**src/io_port_regs.vh**
```
// Register offsets, field positions and reset values for the I/O port block
`ifndef IO_PORT_REGS_VH
`define IO_PORT_REGS_VH

// Register bus widths
`define ADDR_W        4
`define DATA_W        8

// Register offsets (byte addresses on the plain port)
`define OFS_A_LATCH   4'h0
`define OFS_A_DIR     4'h1
`define OFS_A_SAMPLE  4'h2
`define OFS_B_LATCH   4'h3
`define OFS_B_DIR     4'h4
`define OFS_B_SAMPLE  4'h5
`define OFS_C_LATCH   4'h6
`define OFS_C_DIR     4'h7
`define OFS_C_SAMPLE  4'h8
`define OFS_D_LATCH   4'h9
`define OFS_D_DIR     4'hA
`define OFS_D_SAMPLE  4'hB
`define OFS_G_LATCH   4'hC
`define OFS_G_DIR     4'hD
`define OFS_G_SAMPLE  4'hE
`define OFS_ALT_CTRL  4'hF

// Port indices of the register array
`define PORT_A        2'h0
`define PORT_B        2'h1
`define PORT_C        2'h2
`define PORT_D        2'h3

// Reset values
`define RST_LATCH     8'h00
`define RST_DIR       8'h00
`define RST_SAMPLE    8'h00
`define RST_G         5'h00
`define RST_RDATA     8'h00
`define ZERO8         8'h00
`define ONES8         8'hFF

// Port G pin positions
`define G_WIDTH       5
`define G_WRITE_PIN   0
`define G_READ_PIN    1
`define G_ALE_PIN     2
`define G_OSC_OUT_PIN 3
`define G_OSC_IN_PIN  4
`define G_PAD         3'h0

// Alternate control register fields
`define CTRL_ASYNC_BIT 0
`define CTRL_XMEM_BIT  1
`define CTRL_PAD       6'h00

`endif

```
**src/io_port_override_and_regs.v**
```verilog
// Four 8-bit GPIO ports plus port G with oscillator and memory-strobe overrides
`timescale 1ns/100ps
`include "io_port_regs.vh"

// Functional notes
// - Async timer select: G4 becomes oscillator input
// - Async timer select: G3 oscillator output, all off
// - Legacy mode forces port G alternate functions
// - Memory enable: G2 output drives address latch
// - Memory enable: G1 output drives read strobe
// - Memory enable: G0 output drives write strobe
// - Per-port output latch, read/write, resets zero
// - Per-port direction register, read/write, resets zero
// - Per-port read-only sample of pin levels
// - Legacy mode: port C push-pull outputs, zero
// - Port C legacy state holds without clock
module io_port_override_and_regs (
  // Clock and reset
  input  wire                 clock,
  input  wire                 rst_n,
  // Register port
  input  wire [`ADDR_W-1:0]   addr,
  input  wire [`DATA_W-1:0]   wdata,
  input  wire                 wr_en,
  input  wire                 rd_en,
  output reg  [`DATA_W-1:0]   rdata,
  // Mode strap
  input  wire                 legacy_mode,
  // Port A pins
  input  wire [7:0]           pa_in,
  output wire [7:0]           pa_out,
  output wire [7:0]           pa_oe_n,
  output wire [7:0]           pa_pullup,
  // Port B pins
  input  wire [7:0]           pb_in,
  output wire [7:0]           pb_out,
  output wire [7:0]           pb_oe_n,
  output wire [7:0]           pb_pullup,
  // Port C pins
  input  wire [7:0]           pc_in,
  output wire [7:0]           pc_out,
  output wire [7:0]           pc_oe_n,
  output wire [7:0]           pc_pullup,
  // Port D pins
  input  wire [7:0]           pd_in,
  output wire [7:0]           pd_out,
  output wire [7:0]           pd_oe_n,
  output wire [7:0]           pd_pullup,
  // Port G pins
  input  wire [4:0]           pg_in,
  output wire [4:0]           pg_out,
  output wire [4:0]           pg_oe_n,
  output wire [4:0]           pg_pullup,
  // External memory strobes from the memory controller
  input  wire                 mem_ale,
  input  wire                 mem_rd_n,
  input  wire                 mem_wr_n,
  // Oscillator analog paths
  output wire                 timer_osc_in,
  output wire                 timer_osc_out_sel,
  // Override state seen by the timer and memory logic
  output wire                 async_timer_clock_select,
  output wire                 external_memory_enable
);

  // Override mux: value replaces register when enable set
  // Shared by every port G pin and every override pair
  function mux_bit;
    input en;
    input ov;
    input rv;
    begin
      mux_bit = en ? ov : rv;
    end
  endfunction

  // Register storage for ports A to D
  reg  [7:0] latch_reg [0:3];   // Output data latches
  reg  [7:0] dir_reg   [0:3];   // Direction, 1 = output
  reg  [7:0] sample_reg[0:3];   // Pin samples
  // Port G storage
  reg  [4:0] g_latch_reg;       // Port G output latch
  reg  [4:0] g_dir_reg;         // Port G direction
  reg  [4:0] g_sample_reg;      // Port G pin samples
  // Alternate function control bits
  reg        async_sel_reg;     // Timer oscillator select
  reg        xmem_en_reg;       // External memory enable
  // Port C touched since reset
  reg        c_written_reg;     // Software wrote port C regs
  reg  [7:0] rdata_next;        // Read mux output
  integer    i;                 // Loop index
  // Port G digital input enable after override, read by the sampler
  wire [4:0] g_input_en;        // Low on pins handed to the oscillator

  // Effective override controls, legacy forces both on
  // Legacy only ORs into the selects, the control register keeps
  // what software wrote, so leaving legacy mode restores it
  wire async_eff = async_sel_reg | legacy_mode;
  wire xmem_eff  = xmem_en_reg   | legacy_mode;

  // Legacy default on port C, independent of clock edges
  // Reset term comes straight from the pin, so the pins settle
  // to push-pull zero even while no clock runs; the first
  // software write to the latch or direction hands over control
  wire c_legacy = legacy_mode & (~rst_n | ~c_written_reg);

  assign async_timer_clock_select = async_eff;
  assign external_memory_enable   = xmem_eff;

  // Register writes and pin sampling
  // Samples reset to zero; real pins have no defined level then,
  // so software should not trust the first sample after reset
  always @(posedge clock or negedge rst_n) begin
    if (!rst_n) begin
      for (i = 0; i < 4; i = i + 1) begin
        latch_reg[i]  <= `RST_LATCH;
        dir_reg[i]    <= `RST_DIR;
        sample_reg[i] <= `RST_SAMPLE;
      end
      g_latch_reg   <= `RST_G;
      g_dir_reg     <= `RST_G;
      g_sample_reg  <= `RST_G;
      async_sel_reg <= 1'b0;
      xmem_en_reg   <= 1'b0;
      c_written_reg <= 1'b0;
    end else begin
      // Pins sampled every clock, digital input gating applied on port G only
      sample_reg[`PORT_A] <= pa_in;
      sample_reg[`PORT_B] <= pb_in;
      sample_reg[`PORT_C] <= pc_in;
      sample_reg[`PORT_D] <= pd_in;
      g_sample_reg <= pg_in & g_input_en;
      if (wr_en) begin
        case (addr)
          `OFS_A_LATCH: latch_reg[`PORT_A] <= wdata;
          `OFS_A_DIR:   dir_reg[`PORT_A]   <= wdata;
          `OFS_B_LATCH: latch_reg[`PORT_B] <= wdata;
          `OFS_B_DIR:   dir_reg[`PORT_B]   <= wdata;
          `OFS_C_LATCH: begin
            latch_reg[`PORT_C] <= wdata;
            c_written_reg      <= 1'b1;
          end
          `OFS_C_DIR: begin
            dir_reg[`PORT_C] <= wdata;
            c_written_reg    <= 1'b1;
          end
          `OFS_D_LATCH: latch_reg[`PORT_D] <= wdata;
          `OFS_D_DIR:   dir_reg[`PORT_D]   <= wdata;
          // Port G registers unreachable in legacy mode
          `OFS_G_LATCH: begin
            if (!legacy_mode) begin
              g_latch_reg <= wdata[`G_WIDTH-1:0];
            end
          end
          `OFS_G_DIR: begin
            if (!legacy_mode) begin
              g_dir_reg <= wdata[`G_WIDTH-1:0];
            end
          end
          // Both alternate selects in one register, other bits ignored
          `OFS_ALT_CTRL: begin
            async_sel_reg <= wdata[`CTRL_ASYNC_BIT];
            xmem_en_reg   <= wdata[`CTRL_XMEM_BIT];
          end
          default: begin
            // Read-only or unmapped, write ignored
          end
        endcase
      end
    end
  end

  // Read mux, data presented one cycle after the strobe
  always @* begin
    case (addr)
      `OFS_A_LATCH:  rdata_next = latch_reg[`PORT_A];
      `OFS_A_DIR:    rdata_next = dir_reg[`PORT_A];
      `OFS_A_SAMPLE: rdata_next = sample_reg[`PORT_A];
      `OFS_B_LATCH:  rdata_next = latch_reg[`PORT_B];
      `OFS_B_DIR:    rdata_next = dir_reg[`PORT_B];
      `OFS_B_SAMPLE: rdata_next = sample_reg[`PORT_B];
      `OFS_C_LATCH:  rdata_next = latch_reg[`PORT_C];
      `OFS_C_DIR:    rdata_next = dir_reg[`PORT_C];
      `OFS_C_SAMPLE: rdata_next = sample_reg[`PORT_C];
      `OFS_D_LATCH:  rdata_next = latch_reg[`PORT_D];
      `OFS_D_DIR:    rdata_next = dir_reg[`PORT_D];
      `OFS_D_SAMPLE: rdata_next = sample_reg[`PORT_D];
      // Port G reads zero in legacy mode, upper bits zero
      `OFS_G_LATCH:  rdata_next = legacy_mode ? `ZERO8 : {`G_PAD, g_latch_reg};
      `OFS_G_DIR:    rdata_next = legacy_mode ? `ZERO8 : {`G_PAD, g_dir_reg};
      `OFS_G_SAMPLE: rdata_next = legacy_mode ? `ZERO8 : {`G_PAD, g_sample_reg};
      `OFS_ALT_CTRL: rdata_next = {`CTRL_PAD, xmem_en_reg, async_sel_reg};
      default:       rdata_next = `ZERO8;
    endcase
  end

  // Read data register, zero when no read was requested
  // Data stands for exactly one cycle; unmapped addresses read zero
  always @(posedge clock or negedge rst_n) begin
    if (!rst_n) begin
      rdata <= `RST_RDATA;
    end else if (rd_en) begin
      rdata <= rdata_next;
    end else begin
      rdata <= `RST_RDATA;
    end
  end

  // Ports A, B and D: plain register-driven pins
  assign pa_out    = latch_reg[`PORT_A];
  assign pa_oe_n   = ~dir_reg[`PORT_A];
  assign pa_pullup = latch_reg[`PORT_A] & ~dir_reg[`PORT_A];
  assign pb_out    = latch_reg[`PORT_B];
  assign pb_oe_n   = ~dir_reg[`PORT_B];
  assign pb_pullup = latch_reg[`PORT_B] & ~dir_reg[`PORT_B];
  assign pd_out    = latch_reg[`PORT_D];
  assign pd_oe_n   = ~dir_reg[`PORT_D];
  assign pd_pullup = latch_reg[`PORT_D] & ~dir_reg[`PORT_D];

  // Port C: legacy default is push-pull zero until software writes
  assign pc_out    = c_legacy ? `ZERO8 : latch_reg[`PORT_C];
  assign pc_oe_n   = c_legacy ? `ZERO8 : ~dir_reg[`PORT_C];
  assign pc_pullup = c_legacy ? `ZERO8 : latch_reg[`PORT_C] & ~dir_reg[`PORT_C];

  // Each port G pin has four override pairs: pull-up, direction,
  // pin value and digital input. A high enable bit makes its value
  // bit replace what the registers would give; a low one leaves the
  // register path unchanged. Unused pairs stay zero so the plain
  // register behaviour falls through.
  // Port G override tables per pin
  reg  [4:0] pu_oe;   // Pull-up override enables
  reg  [4:0] pu_ov;   // Pull-up override values
  reg  [4:0] dd_oe;   // Direction override enables
  reg  [4:0] dd_ov;   // Direction override values
  reg  [4:0] pv_oe;   // Pin value override enables
  reg  [4:0] pv_ov;   // Pin value override values
  reg  [4:0] die_oe;  // Digital input override enables
  reg  [4:0] die_ov;  // Digital input override values
  wire [4:0] g_dir_eff;   // Direction after override

  // Override signal generation
  always @* begin
    pu_oe  = 5'h00;
    pu_ov  = 5'h00;
    dd_oe  = 5'h00;
    dd_ov  = 5'h00;
    pv_oe  = 5'h00;
    pv_ov  = 5'h00;
    die_oe = 5'h00;
    die_ov = 5'h00;
    // Oscillator pins: pull-up, driver and input all off
    pu_oe[`G_OSC_IN_PIN]   = async_eff;
    dd_oe[`G_OSC_IN_PIN]   = async_eff;
    die_oe[`G_OSC_IN_PIN]  = async_eff;
    pu_oe[`G_OSC_OUT_PIN]  = async_eff;
    dd_oe[`G_OSC_OUT_PIN]  = async_eff;
    die_oe[`G_OSC_OUT_PIN] = async_eff;
    // Address latch strobe output
    pu_oe[`G_ALE_PIN] = xmem_eff;
    dd_oe[`G_ALE_PIN] = xmem_eff;
    dd_ov[`G_ALE_PIN] = 1'b1;
    pv_oe[`G_ALE_PIN] = xmem_eff;
    pv_ov[`G_ALE_PIN] = mem_ale;
    // Read strobe output
    pu_oe[`G_READ_PIN] = xmem_eff;
    dd_oe[`G_READ_PIN] = xmem_eff;
    dd_ov[`G_READ_PIN] = 1'b1;
    pv_oe[`G_READ_PIN] = xmem_eff;
    pv_ov[`G_READ_PIN] = mem_rd_n;
    // Write strobe output
    pu_oe[`G_WRITE_PIN] = xmem_eff;
    dd_oe[`G_WRITE_PIN] = xmem_eff;
    dd_ov[`G_WRITE_PIN] = 1'b1;
    pv_oe[`G_WRITE_PIN] = xmem_eff;
    pv_ov[`G_WRITE_PIN] = mem_wr_n;
  end

  // Per-pin override muxing for port G
  genvar g;
  generate
    for (g = 0; g < `G_WIDTH; g = g + 1) begin : g_pin
      wire dir_b = mux_bit(dd_oe[g], dd_ov[g], g_dir_reg[g]);
      assign g_dir_eff[g]  = dir_b;
      assign g_input_en[g] = mux_bit(die_oe[g], die_ov[g], 1'b1);
      assign pg_out[g]     = mux_bit(pv_oe[g], pv_ov[g], g_latch_reg[g]);
      assign pg_oe_n[g]    = ~g_dir_eff[g];
      assign pg_pullup[g]  = mux_bit(pu_oe[g], pu_ov[g],
                                     g_latch_reg[g] & ~dir_b);
    end
  endgenerate

  // Oscillator analog paths, active only with timer select
  // Input path is gated so a floating pin cannot toggle the
  // oscillator while the pin still belongs to the port; the output
  // select tells the pad to hand its driver to the amplifier
  assign timer_osc_in      = async_eff & pg_in[`G_OSC_IN_PIN];
  assign timer_osc_out_sel = async_eff;

endmodule

```
**config.mk**
```make
export PLATFORM = sky130hd
export DESIGN_NAME = io_port_override_and_regs
export DESIGN_NICKNAME = d
export VERILOG_FILES = /design/src/io_port_override_and_regs.v
export VERILOG_INCLUDE_DIRS = /design/src /design/src/src
export SDC_FILE = /design/constraint.sdc
export NUM_CORES = 1
export LEC_CHECK = 0
export BUFFER_PORTS_ARGS = -buffer_cell sky130_fd_sc_hd__buf_4
export CAP_MARGIN = 20
export CORE_MARGIN = 5
export CORE_UTILIZATION = 48
export CTS_BUF_LIST = sky130_fd_sc_hd__clkbuf_4
export CTS_CLUSTER_DIAMETER = 120
export CTS_CLUSTER_SIZE = 16
export DETAILED_ROUTE_END_ITERATION = 10
export MAX_ROUTING_LAYER = met4
export PLACE_DENSITY = 0.82
export SLEW_MARGIN = 10
export SYNTH_ARGS = -nofsm -noshare
export SYNTH_HDL_FRONTEND = slang
export SYNTH_SLANG_ARGS = --single-unit
```
**constraint.sdc**
```tcl
create_clock -name clock -period 1.32 [get_ports clock]
set_input_delay 0.264 -clock clock [delete_from_list [all_inputs] [get_ports clock]]
set_output_delay 0.264 -clock clock [all_outputs]
set_load 0.005 [all_outputs]
```
After elaboration in Yosys (flattened, before gate mapping)

Cells that the tools add are included.

Register bits after elaboration: 122
Output and inout port bits: 123
Word-level logic and storage cells: 97

Equality and inequality tests: 15
Muxes and demuxes: 22
Bitwise operators: 27
Reductions and logical operators: 14

Operators with widths:

| operator           | count |
|---|---|
| $pmux 8 s16        | 1 |
| $and 8x8->8        | 4 |
| $eq 4x4->1 const B | 8 |
| $mux 8             | 4 |
| $not 8->8          | 4 |
| $reduce_and 2->1   | 10 |
| $eq 4x3->1 const B | 4 |
| $mux 5             | 3 |
| $mux 1             | 14 |
| $eq 4x2->1 const B | 2 |
| $not 1->1          | 8 |
| $and 1x1->1        | 7 |
| $reduce_and 3->1   | 2 |
| $and 5x5->5        | 1 |
| $eq 4x1->1 const B | 1 |
| $logic_not 4->1    | 1 |
| $or 1x1->1         | 3 |
| $reduce_or 2->1    | 1 |

Longest topological paths before layout

Word-level depth: 5
Gate-level depth with buffers: 7

Worst setup path before layout

No wires, ideal clock.

Path kind: reg2out
Start: reg c_written_reg
End: out pc_pullup[5]
Arrival time: 1.239 ns
Data required time: 1.056 ns
Slack: -0.183 ns
Stages on the path, launching flop included: 5
Cells stage by stage: dfrtp_1 a21boi_1 clkbuf_1 nor2_1 and2_1

Cells in the longest elaborated chain, start to end: 4

RTL lines:

| item                     | line                            | source |
|---|---|---|
| start: declaration       | io_port_override_and_regs.v:89  | `reg c_written_reg;` |
| start signal: assignment | io_port_override_and_regs.v:125 | `c_written_reg <= 1'b0;` |
| start signal: assignment | io_port_override_and_regs.v:141 | `c_written_reg <= 1'b1;` |
| start signal: assignment | io_port_override_and_regs.v:145 | `c_written_reg <= 1'b1;` |
| $not 1->1                | io_port_override_and_regs.v:105 | `wire c_legacy = legacy_mode & (~rst_n \| ~c_written_reg);` |
| $or 1x1->1               | io_port_override_and_regs.v:105 |  |
| $and 1x1->1              | io_port_override_and_regs.v:105 |  |
| $mux 8                   | io_port_override_and_regs.v:223 | `` assign pc_pullup = c_legacy ? `ZERO8 : latch_reg[`PORT_C] & ~dir_reg[`PORT_C]; `` |
| end: declaration         | io_port_override_and_regs.v:43  | `output wire [7:0] pc_pullup,` |

No other way between the ends.

Worst setup path in the final report

Start: reg c_written_reg
End: out pc_pullup[7]

Same word-level chain as after synthesis.

==> flow_summary.ini <==
[outcome]
outcome = finished, violations left
violations = setup timing

[clocking]
cts_made_buffers = 17
cts_buffer_depth = 2
cts_max_level = 4
clk_pin_slew_worst_paths_ns = 0.11
clk_latency_ns = 0.56
clockRootBuffer = clkbuf_4
cts_tree = built
clock_sinks = 122

[drt]
detail-route-antenna-nets = 0
routed_wl_um = 23700
vias = 5891
drtPass1Iterations = 5
routed_via_density = 5.57
drc_errors = 0
drt-initial-drc-count = 514
wl_per_cell_um = 22.4

[cells_and_area]
fillCellCount = 655
nets = 936
layout-drive-gt1-share_pct = 58.6
area_delta_synth_final_pct = 65.7
stdcell_area_mm2 = 0.00981
n_antenna_cell = 0
seq_area_mm2 = 0.00306
multi_input_area_mm2 = 0.00263
fin_util_pct = 81.4

[logic_synthesis]
synthTopCellsByArea = dfrtp_1 (52%), mux2_2 (12%), nor2b_1 (4.3%)
ys.warnings.count = 0
synth-seq-cells = 122
synth_top_cell_by_area = dfrtp_1
synthFlopType = dfrtp_1
synth-seq-area-share_pct = 51.6
synth_edf_count = 0
syn_area_mm2 = 0.00592
ys_async_sr_fraction_pct = 100
syn_avg_cell_area_um2 = 11.2
synth_most_common_cell = dfrtp_1
synth_top_area_share_pct = 51.6
yosysUniqueCellTypes = 61
yosys-top-cells-count = dfrtp_1 (122), mux2_2 (63), nor2b_1 (41)
synthCells = 531
syn_nets = 588

[sta]
skew_ns = 0.0171
worstMarginPinSlew_ns = 0.745
setup_ws_ns = -0.627
hold_violations = 0
slew_violations = 0
finalCritPeriodShare_pct = 148
grt_setup_unrepaired = true
relSlewSlack_pct = 50.3
fmaxAchievable_mhz = 513
fin_crit_ns = 1.95
setup_viol = 127

[worst_setup_path]
required_ns = 1.06
r2r_cells = 5
crit_type = reg -> out
crit_fanout = 14
worst_ep_arrival_time_ns = 1.68
crit_path_end_kind = output port
worst_setup_path_start_kind = flop

[place]
gp_congestion = 0.887
hpwl_um = 14400
placed_area_mm2 = 0.00780
portBuffers = 179

[grt]
overflow = 0
grt_pass1_vias = 6056
grt_start_max_net_pins = 65
antenna_found_initial = 0
grt_use_total_pct = 30.9
grt_pass1_wl_um = 33300

[power]
p_leak_nw = 4.72
ir_worst_vdd_v = 0.000889
internal-power_mw = 9.17
seqPwrFrac_pct = 38.2
p_clk_share_pct = 21.7
powerDensity_mw_per_mm2 = 1350
swShare_pct = 31.0
combPwrFrac_pct = 40.1
p_switching_mw = 4.12

[die]
initial_core_util_pct = 49.1
placementRows = 40
dieArea_mm2 = 0.0147
core_mm2 = 0.0121
die_h_um = 121
die_x_um = 121
pin_count = 180

[min_path]
hold_class = in -> reg
holdPathStages = 3

[job]
maxCapViolCount = 0
==> critical path, cell delays in order, from the launching register on <==
cell and delay [ns]:
dfrtp_1 0.43, a21boi_4 0.17, buf_12 0.15, nor2_1 0.06
and2_1 0.18, buf_4 0.14
==> final cells by class <==
type / instances / area share (%)
repair buffers: 388 / 35.9
flip-flops and latches: 122 / 31.2
multi-input cells: 321 / 26.7
well taps: 168 / 2.14
clock inverters: 12 / 1.61
clock buffers: 17 / 1.30
inverters: 29 / 1.13
==> worst paths after layout <==
| path | startpoint | to | slack [ns] |
|---|---|---|---|
| max in group asynchronous | rst_n | dir_reg[1] | 0.20 |
| min reg2reg | dir_reg[14] | dir_reg[14] | 0.56 |
| min in group asynchronous | rst_n | dir_reg[21] | 0.18 |
| min | wdata[3] | dir_reg[27] | 0.04 |
| max reg2reg | pb_out[4] | rdata[4] | -0.11 |
| max | c_written_reg | pc_pullup[7] | -0.63 |
==> placed cells by master (no fill, tap or decap), drive strengths merged, types with 5 or more instances in the layout <==
cell and n:
buf 346, dfrtp 122, mux2 63, dlygate4sd3 42
nor2b 41, nand2 39, o21ai 37, inv 29
nor2 19, clkbuf 17, and2 16, mux2i 12
a31oi 8, and3 7, nor3 7, clkinv 7
a221o 5, nor3b 5, o2bb2ai 5, a221oi 5
==> metal layers <==
metal	track usage [%]	vias to the layer above	wire [µm]
li1	-	2527	-
met1	35.2	2893	8740
met2	53.6	370	12300
met3	6.67	101	1550
met4	11.1	0	1110
met5	-	-	0
==> power groups by stage <==
stage               Combinational [mW]  Clock [mW]  Sequential (mW)
floorplan                         1.66           0             4.77
global placement                  3.26           0             5.00
detailed placement                3.34           0             5.02
CTS                               4.56        2.84             4.96
global route                      5.61        3.05             5.15
finish                            5.33        2.88             5.08
==> through the flow <==
step	power [mW]	instances	hold slack, ns	setup TNS [ns]	setup WS [ns]
2_1_floorplan	6.42	531	-0.0316	-2.04	-0.118
3_3_place_gp	8.26	897	0.176	-20.79	-0.339
3_5_place_dp	8.36	897	0.178	-23.92	-0.356
4_1_cts	12.4	1029	0.00854	-33.13	-0.628
5_1_grt	13.8	1057	0.0212	-41.61	-0.710
6_report	13.3	1057	0.0439	-33.49	-0.627
==> cells by family after synthesis <==
logic type	Yosys count	synth area share, %
flops	122	51.6
mux	76	14.4
simple gates	151	14.4
buf+inv	88	8.58
compound gates	94	11.1
==> repair_timing <==
item | in CTS | in global routing
setup buffers | 62 | 31
setup endpoints to repair | 125 | 133
hold endpoints to repair | 51 | 0
resized for setup | 126 | 66
hold buffers | 42 | 0
pin swaps | 7 | 11
(Power assumes the default switching activity.)
